==> src/verilog/lmu_pkg.sv <==
// Package: register map, field positions, reset values and shared types
package lmu_pkg;

    // ------------------------------------------------------------------
    // Register offsets
    // ------------------------------------------------------------------
    localparam logic [7:0] LMU_OFS_GPIO_CTRL = 8'h06;
    localparam logic [7:0] LMU_OFS_BOOST = 8'h0d;
    localparam logic [7:0] LMU_OFS_PWM = 8'h2b;

    // ------------------------------------------------------------------
    // Reset values
    // ------------------------------------------------------------------
    localparam logic [7:0] LMU_RST_BOOST = 8'h08;
    localparam logic [7:0] LMU_RST_PWM = 8'h00;
    localparam logic LMU_RST_PIN_EN = 1'b0;

    // ------------------------------------------------------------------
    // Field positions
    // ------------------------------------------------------------------
    localparam int LMU_BIT_PIN_EN = 4;
    localparam int LMU_BIT_SAFETY_R = 7;
    localparam int LMU_BIT_SAFETY_G = 6;
    localparam int LMU_BIT_SAFETY_B = 5;
    localparam int LMU_EXT_SEL_MSB = 4;
    localparam int LMU_EXT_SEL_LSB = 0;

    // ------------------------------------------------------------------
    // Step-up target range in volts, one volt per code step
    // ------------------------------------------------------------------
    localparam logic [7:0] LMU_BOOST_CODE_MIN = 8'h08;
    localparam logic [7:0] LMU_BOOST_CODE_MAX = 8'h14;

    // ------------------------------------------------------------------
    // Serial control port
    // ------------------------------------------------------------------
    localparam logic [6:0] LMU_DEV_ADDR_DEFAULT = 7'h2a; // Arbitrary value
    localparam logic [3:0] LMU_ACK_SLOT = 4'h8;
    localparam logic [3:0] LMU_LAST_BIT = 4'h7;

    // Serial control port states
    typedef enum logic [2:0] {
        LMU_ST_IDLE,
        LMU_ST_DEVADDR,
        LMU_ST_REGADDR,
        LMU_ST_WRDATA,
        LMU_ST_RDDATA
    } lmu_state_e;

    // One bit per driven output, order matches enable bits 4..0
    typedef struct packed {
        logic red_led_output;
        logic green_led_output;
        logic blue_led_output;
        logic primary_backlight;
        logic secondary_backlight;
    } lmu_drive_s;

endpackage

==> src/verilog/lmu_regs.sv <==
// Step-up level and external PWM routing registers behind a two-wire serial port
//
// Behaviour
// - Step-up codes 8 to 20 select a target of 8 V to 20 V, one volt per code step.
// - The step-up register resets to code 8 with only bit 3 set and is fully read/write.
// - PWM enable bits 7, 6 and 5 arm the red, green and blue safety function when set.
// - PWM enable bits 4, 3 and 2 put red, green and blue under external PWM dimming when set.
// - PWM enable bits 1 and 0 put the primary and secondary backlight under external PWM.
// - The PWM enable register is fully read/write and resets to zero.
// - The external PWM pin is only honoured while bit 4 of the GPIO control register is set.
`timescale 1ns/1ps
`default_nettype none

module lmu_regs
    import lmu_pkg::*;
#(
    parameter logic [6:0] DEV_ADDR = LMU_DEV_ADDR_DEFAULT
) (
    input wire logic clk_sys,
    input wire logic nrst,
    input wire logic scl_in,
    input wire logic sda_in,
    output logic sda_out,
    output logic sda_oe,
    input wire logic ext_pwm_in,
    input wire lmu_drive_s drive_req,
    output lmu_drive_s led_drive,
    output logic [7:0] step_up_code,
    output logic [4:0] step_up_target_volts,
    output logic [2:0] safety_arm
);

    // ------------------------------------------------------------------
    // Registers
    // ------------------------------------------------------------------
    logic [7:0] step_up_voltage_setting_reg;
    logic [7:0] pwm_source_and_safety_enables_reg;
    logic pin_enable_reg;
    logic scl_q_reg;
    logic sda_q_reg;
    lmu_state_e state_reg;
    logic [3:0] bit_cnt_reg;
    logic [7:0] shift_reg;
    logic [7:0] rd_shift_reg;
    logic [7:0] ptr_reg;
    logic ack_want_reg;
    logic pwm_meta_reg;
    logic pwm_level_reg;

    logic scl_rise;
    logic scl_fall;
    logic start_cond;
    logic stop_cond;
    logic byte_done;
    logic [7:0] rx_byte;
    logic wr_strobe;

    // Register read decode, used for the first and every following read byte
    function automatic logic [7:0] reg_read(
        input logic [7:0] ofs,
        input logic [7:0] boost,
        input logic [7:0] pwm_en,
        input logic pin_en
    );
        logic [7:0] val;
        val = 8'h00;
        if (ofs == LMU_OFS_BOOST) begin
            val = boost;
        end else if (ofs == LMU_OFS_PWM) begin
            val = pwm_en;
        end else if (ofs == LMU_OFS_GPIO_CTRL) begin
            val[LMU_BIT_PIN_EN] = pin_en;
        end
        return val;
    endfunction

    // ------------------------------------------------------------------
    // Serial line edge and condition detection
    // ------------------------------------------------------------------
    // Lines are synchronous; one stage of history gives the edges
    always_ff @(posedge clk_sys or negedge nrst) begin
        if (!nrst) begin
            scl_q_reg <= 1'b1;
            sda_q_reg <= 1'b1;
        end else begin
            scl_q_reg <= scl_in;
            sda_q_reg <= sda_in;
        end
    end

    assign scl_rise = scl_in & ~scl_q_reg;
    assign scl_fall = ~scl_in & scl_q_reg;
    assign start_cond = scl_in & scl_q_reg & sda_q_reg & ~sda_in;
    assign stop_cond = scl_in & scl_q_reg & ~sda_q_reg & sda_in;
    assign byte_done = scl_rise && (state_reg != LMU_ST_IDLE) && (bit_cnt_reg == LMU_LAST_BIT);
    assign rx_byte = {shift_reg[6:0], sda_in};
    assign wr_strobe = byte_done && (state_reg == LMU_ST_WRDATA);
    assign sda_out = 1'b0; // Open drain: only ever pulls low

    // ------------------------------------------------------------------
    // Serial protocol sequencer
    // ------------------------------------------------------------------
    // A start always restarts the sequence, which also serves repeated start
    always_ff @(posedge clk_sys or negedge nrst) begin
        if (!nrst) begin
            state_reg <= LMU_ST_IDLE;
            bit_cnt_reg <= 4'h0;
            shift_reg <= 8'h00;
            ack_want_reg <= 1'b0;
        end else if (start_cond) begin
            state_reg <= LMU_ST_DEVADDR;
            bit_cnt_reg <= 4'h0;
            ack_want_reg <= 1'b0;
        end else if (stop_cond) begin
            state_reg <= LMU_ST_IDLE;
            bit_cnt_reg <= 4'h0;
        end else if (scl_rise && state_reg != LMU_ST_IDLE) begin
            if (bit_cnt_reg == LMU_ACK_SLOT) begin
                bit_cnt_reg <= 4'h0;
                // Master NACK ends a read burst
                if (state_reg == LMU_ST_RDDATA && !ack_want_reg && sda_in) begin
                    state_reg <= LMU_ST_IDLE;
                end
            end else begin
                bit_cnt_reg <= bit_cnt_reg + 4'h1;
                shift_reg <= rx_byte;
                if (bit_cnt_reg == LMU_LAST_BIT) begin
                    unique case (state_reg)
                        LMU_ST_DEVADDR: begin
                            ack_want_reg <= (rx_byte[7:1] == DEV_ADDR);
                            if (rx_byte[7:1] != DEV_ADDR) begin
                                state_reg <= LMU_ST_IDLE;
                            end else if (rx_byte[0]) begin
                                state_reg <= LMU_ST_RDDATA;
                            end else begin
                                state_reg <= LMU_ST_REGADDR;
                            end
                        end
                        LMU_ST_REGADDR: begin
                            ack_want_reg <= 1'b1;
                            state_reg <= LMU_ST_WRDATA;
                        end
                        LMU_ST_WRDATA: begin
                            ack_want_reg <= 1'b1;
                        end
                        LMU_ST_RDDATA: begin
                            ack_want_reg <= 1'b0; // Master owns this slot
                        end
                        LMU_ST_IDLE: begin
                            ack_want_reg <= 1'b0;
                        end
                    endcase
                end
            end
        end
    end

    // Register pointer and read data, advancing after every byte moved
    always_ff @(posedge clk_sys or negedge nrst) begin
        if (!nrst) begin
            ptr_reg <= 8'h00;
            rd_shift_reg <= 8'h00;
        end else if (byte_done && state_reg == LMU_ST_REGADDR) begin
            ptr_reg <= rx_byte;
        end else if (wr_strobe) begin
            ptr_reg <= ptr_reg + 8'h01;
        end else if (byte_done && state_reg == LMU_ST_DEVADDR && rx_byte[0]) begin
            rd_shift_reg <= reg_read(ptr_reg, step_up_voltage_setting_reg,
                                     pwm_source_and_safety_enables_reg, pin_enable_reg);
            ptr_reg <= ptr_reg + 8'h01;
        end else if (scl_rise && state_reg == LMU_ST_RDDATA && bit_cnt_reg == LMU_ACK_SLOT
                     && !ack_want_reg && !sda_in) begin
            rd_shift_reg <= reg_read(ptr_reg, step_up_voltage_setting_reg,
                                     pwm_source_and_safety_enables_reg, pin_enable_reg);
            ptr_reg <= ptr_reg + 8'h01;
        end
    end

    // Data line drive, changed only as the clock falls and held through clock high; start, stop and idle release it at once
    always_ff @(posedge clk_sys or negedge nrst) begin
        if (!nrst) begin
            sda_oe <= 1'b0;
        end else if (start_cond || stop_cond || state_reg == LMU_ST_IDLE) begin
            sda_oe <= 1'b0;
        end else if (scl_fall) begin
            if (bit_cnt_reg == LMU_ACK_SLOT) begin
                sda_oe <= ack_want_reg;
            end else if (state_reg == LMU_ST_RDDATA) begin
                sda_oe <= ~rd_shift_reg[3'(LMU_LAST_BIT - bit_cnt_reg)];
            end else begin
                sda_oe <= 1'b0;
            end
        end
    end

    // ------------------------------------------------------------------
    // Configuration registers
    // ------------------------------------------------------------------
    // Step-up level, fully writable
    always_ff @(posedge clk_sys or negedge nrst) begin
        if (!nrst) begin
            step_up_voltage_setting_reg <= LMU_RST_BOOST;
        end else if (wr_strobe && ptr_reg == LMU_OFS_BOOST) begin
            step_up_voltage_setting_reg <= rx_byte;
        end
    end

    // Safety arm and external PWM routing, all off after reset
    always_ff @(posedge clk_sys or negedge nrst) begin
        if (!nrst) begin
            pwm_source_and_safety_enables_reg <= LMU_RST_PWM;
        end else if (wr_strobe && ptr_reg == LMU_OFS_PWM) begin
            pwm_source_and_safety_enables_reg <= rx_byte;
        end
    end

    // Pin enable; other bits of this register live elsewhere and read zero
    always_ff @(posedge clk_sys or negedge nrst) begin
        if (!nrst) begin
            pin_enable_reg <= LMU_RST_PIN_EN;
        end else if (wr_strobe && ptr_reg == LMU_OFS_GPIO_CTRL) begin
            pin_enable_reg <= rx_byte[LMU_BIT_PIN_EN];
        end
    end

    // ------------------------------------------------------------------
    // Outputs
    // ------------------------------------------------------------------
    // Two stages on the PWM pin, which may come from an unrelated source
    always_ff @(posedge clk_sys or negedge nrst) begin
        if (!nrst) begin
            pwm_meta_reg <= 1'b0;
            pwm_level_reg <= 1'b0;
        end else begin
            pwm_meta_reg <= ext_pwm_in;
            pwm_level_reg <= pwm_meta_reg;
        end
    end

    // Gate each selected output with the PWM level; a disabled pin never dims
    always_ff @(posedge clk_sys or negedge nrst) begin
        if (!nrst) begin
            led_drive <= '0;
        end else begin
            led_drive <= drive_req & ~(pwm_source_and_safety_enables_reg[LMU_EXT_SEL_MSB:
                LMU_EXT_SEL_LSB] & {5{pin_enable_reg}} & {5{~pwm_level_reg}});
        end
    end

    // Step-up target; codes outside the table clamp to the nearest end
    always_ff @(posedge clk_sys or negedge nrst) begin
        if (!nrst) begin
            step_up_code <= LMU_RST_BOOST;
            step_up_target_volts <= LMU_RST_BOOST[4:0];
            safety_arm <= 3'h0;
        end else begin
            step_up_code <= step_up_voltage_setting_reg;
            if (step_up_voltage_setting_reg < LMU_BOOST_CODE_MIN) begin
                step_up_target_volts <= LMU_BOOST_CODE_MIN[4:0];
            end else if (step_up_voltage_setting_reg > LMU_BOOST_CODE_MAX) begin
                step_up_target_volts <= LMU_BOOST_CODE_MAX[4:0];
            end else begin
                step_up_target_volts <= step_up_voltage_setting_reg[4:0];
            end
            safety_arm <= {pwm_source_and_safety_enables_reg[LMU_BIT_SAFETY_R],
                           pwm_source_and_safety_enables_reg[LMU_BIT_SAFETY_G],
                           pwm_source_and_safety_enables_reg[LMU_BIT_SAFETY_B]};
        end
    end

endmodule

`default_nettype wire
==> config.mk <==
export PLATFORM = sky130hd
export DESIGN_NAME = lmu_regs
export DESIGN_NICKNAME = d
export VERILOG_FILES = /design/src/verilog/lmu_pkg.sv /design/src/verilog/lmu_regs.sv
export SDC_FILE = /design/constraint.sdc
export NUM_CORES = 1
export LEC_CHECK = 0
export BUFFER_PORTS_ARGS = -buffer_cell sky130_fd_sc_hd__buf_2
export CAP_MARGIN = 20
export CORE_MARGIN = 1
export CORE_UTILIZATION = 50
export CTS_CLUSTER_SIZE = 30
export DETAILED_ROUTE_END_ITERATION = 7
export HOLD_SLACK_MARGIN = 0.12
export PLACE_DENSITY = 0.69
export SYNTH_ARGS = -nofsm -noshare
export SYNTH_HDL_FRONTEND = slang
export SYNTH_SLANG_ARGS = --single-unit
==> constraint.sdc <==
create_clock -name clk_sys -period 4.75 [get_ports clk_sys]
set_input_delay 0.95 -clock clk_sys [delete_from_list [all_inputs] [get_ports clk_sys]]
set_output_delay 0.95 -clock clk_sys [all_outputs]
set_load 0.05 [all_outputs]
==> out/qor.csv <==
metric;value;unit
path_clk_slew;70;ps
cts_buffers;9;
worst_pin_slew;961;ps
h-tree-depth;3;
routed_wl;7.19;mm
cts_resized;0;
initial_core_util;0.515;
synth_top_family_by_area;multiplexers;
cts_hold_buf;0;
cellLeakagePower;1.81;nW
grt_setup_unrepaired;false;
num_rows;30;
dp_hpwl;5.08;mm
worstPathRequired;4980;ps
async_flop_share;1.00;
slowest_delay;940;ps
crit_slowest_cell;nor4_4;
io_buffers;31;
crit_fanout;15;
grt_usage;0.217;
synth-seq-area-share;0.534;
ant_nets;0;
clockBufferDepth;2;
period_minus_slack;2600;ps
ys_types;57;
core;6760;µm²
vias_per_cell;5.85;
muxShareOfSynthArea;0.159;
place_ws;1810;ps
fin_worst_skew;11.3;ps
grt_max_degree;75;
yosys_most_used_dff;dfrtp_1;
num_vias;2322;
drive_gt1_frac;0.319;
n_antenna_cell;0;
wl_per_cell;18.1;µm
hold_class;flip-flop to flip-flop;
yosysTopAreaCell;dfrtp_1;
finalHoldViolations;0;
finalMaxSlewViolations;0;
clk_latency;350;ps
drtIter0Drc;75;
overflow;0;
fin_crit_sh;0.547;
cts_sinks;74;
relSlewSlack;0.355;
grt_pass1_wl;12.0;mm
die_area;7300;µm²
max-vdd-ir-drop;0.186;mV
maxCapViolations;0;
area_delta_synth_final;11.8;%
start_kind;input port;
end_kind;flip-flop;
antenna_found_initial;0;
cts_root_buf;clkbuf_8;
die_y;85.4;µm
grt_pass1_vias;2244;
arrival;2830;ps
gp_congestion;0.783;
status;completed;
max_freq;385;MHz
ys_ff_latch;74;
synth_xor_area_frac;0.00503;
synth-simple-area-share;0.142;
postSynthAreaPerCell;12.5;µm²
fin_nets;327;
pwr_density_cell;340;nW/µm²
ys_top_cells_by_area;dfrtp_1 (50%), mux2_2 (10%), dfstp_2 (3.8%), mux2i_1 (3.5%), ha_1 (1.8%);
die-width;85.4;µm
critPathTopFamily;simple AND/OR/NAND/NOR gates;
post-cts-setup-buffers;0;
synthesis.nets;293;
holdWs;362;ps
critPathKind;input port to flip-flop;
drt_first_pass_iters;4;
fin_tns_setup;0;ps
synth_area;3480;µm²
worst_slack;2150;ps
path_buf_inv;1;
yosysWarnings;0;
io_pins;33;
setup_viol;0;
drc;0;
synth-compound-area-share;0.108;
synth_edf_count;0;
cts_tree;done;
synthCells;278;
synth_adder_area_share;0.0180;
yosysTopAreaCellShare;0.496;
path_cells;buf_2, nand3b_1, nor4_4, mux2i_1, mux2_4;
logic make-up after synthesis:
family          count (synthesis)
xor+xnor                        2
buf+inv                        23
flops                          74
compound gates                 48
mux                            48
fa+ha+maj                       5
other cells                     1
simple gates                   77
placed cells by master, fill, tap and decap left out, drive strengths merged, types with 2 or more instances in the layout:
cell / synthesis / routed
and2: 5 / 5
clkbuf: 2 / 10
or2: 2 / 2
nor2: 14 / 14
or3b: 2 / 2
a21oi: 7 / 7
nor2b: 3 / 3
nand4b: 2 / 2
dfrtp: 69 / 69
a22oi: 2 / 2
clkinvlp: 0 / 2
mux2i: 12 / 12
nand4: 2 / 2
nand2b: 4 / 4
buf: 7 / 32
o21ai: 7 / 7
mux4: 2 / 2
o22ai: 7 / 7
a22o: 7 / 7
mux2: 34 / 34
nor4b: 2 / 2
nand3b: 3 / 3
ha: 5 / 5
nor4: 5 / 5
o2bb2ai: 5 / 5
nand2: 8 / 8
dfstp: 5 / 5
xnor2: 2 / 2
and4: 2 / 2
inv: 14 / 16
nor3: 12 / 12
nand3: 5 / 5
a21boi: 5 / 5
cell usage after synthesis (2+ instances only):
| master | count |
|---|---|
| or2_2 | 2 |
| nor4_4 | 2 |
| o22ai_1 | 7 |
| nor2b_1 | 3 |
| and2_1 | 4 |
| nor4_1 | 3 |
| mux4_2 | 2 |
| ha_1 | 5 |
| nor2_1 | 14 |
| nand3_1 | 5 |
| clkbuf_1 | 2 |
| mux2i_1 | 12 |
| xnor2_1 | 2 |
| dfstp_2 | 5 |
| nor3_2 | 4 |
| o21ai_0 | 7 |
| nand2b_1 | 4 |
| nor4b_1 | 2 |
| dfrtp_1 | 69 |
| a22o_1 | 7 |
| o2bb2ai_1 | 4 |
| inv_1 | 14 |
| buf_6 | 2 |
| mux2_2 | 32 |
| a21boi_0 | 5 |
| nor3_1 | 8 |
| a21oi_1 | 7 |
| nand4_1 | 2 |
| or3b_1 | 2 |
| nand2_1 | 8 |
| nand3b_1 | 3 |
| buf_4 | 4 |
| nand4b_1 | 2 |
cell type report:
cell class | instances | area, µm²
Tap cell | 80 | 100
Clock inverter | 6 | 71.3
Sequential cell | 74 | 1860
Inverter | 14 | 52.6
Fill cell | 570 | 2870
Clock buffer | 10 | 138
Multi-Input combinational cell | 181 | 1510
Timing Repair Buffer | 32 | 165
layer usage:
layer  GRT usage  vias to the layer above  part of all wire
met2       0.324                       53              0.47
li1            -                     1089                 -
met4      0.0742                        0             0.019
met5           0                        -                 0
met3      0.0613                       11             0.037
met1       0.307                     1169              0.48
worst reg2reg max path, stage by stage, from the launching register on:
cell and delay [ps]:
dfrtp_1 470, ha_1 210, nand3b_1 320, nor4_4 940, mux2i_1 190, mux2_4 290
metrics by stage:
stage                      util  instances  cell area [µm²]  power (W)
final                     0.576        397             3890    0.00132
after global routing      0.576        397             3890    0.00138
after CTS                 0.576        397             3890    0.00134
after detailed placement  0.545        381             3680   0.000832
after global placement    0.545        381             3680   0.000829
after floorplan               -        278             3480   0.000778
final timing paths:
path,start,end,slack [ps],depth (start not counted)
max reg2reg,bit_cnt_reg[0]$_DFFE_PN0P_,ptr_reg[1]$_DFFE_PN0P_,2210,5
min reg2reg,pwm_meta_reg$_DFF_PN0_,pwm_level_reg$_DFF_PN0_,360,0
min in group asynchronous,nrst,rd_shift_reg[6]$_DFFE_PN0P_,720,1
min,pwm_meta_reg$_DFF_PN0_,pwm_level_reg$_DFF_PN0_,360,0
max,scl_in,ptr_reg[1]$_DFFE_PN0P_,2150,5
max in group asynchronous,nrst,ptr_reg[0]$_DFFE_PN0P_,3440,1
where the power goes:
| group | internal [W] | switching [W] |
|---|---|---|
| combinational | 0.0000418 | 0.0000569 |
| clock | 0.000261 | 0.000243 |
| sequential | 0.000662 | 0.0000581 |
| total | 0.000965 | 0.000358 |
No activity file was read; power rests on OpenSTA's default activity.
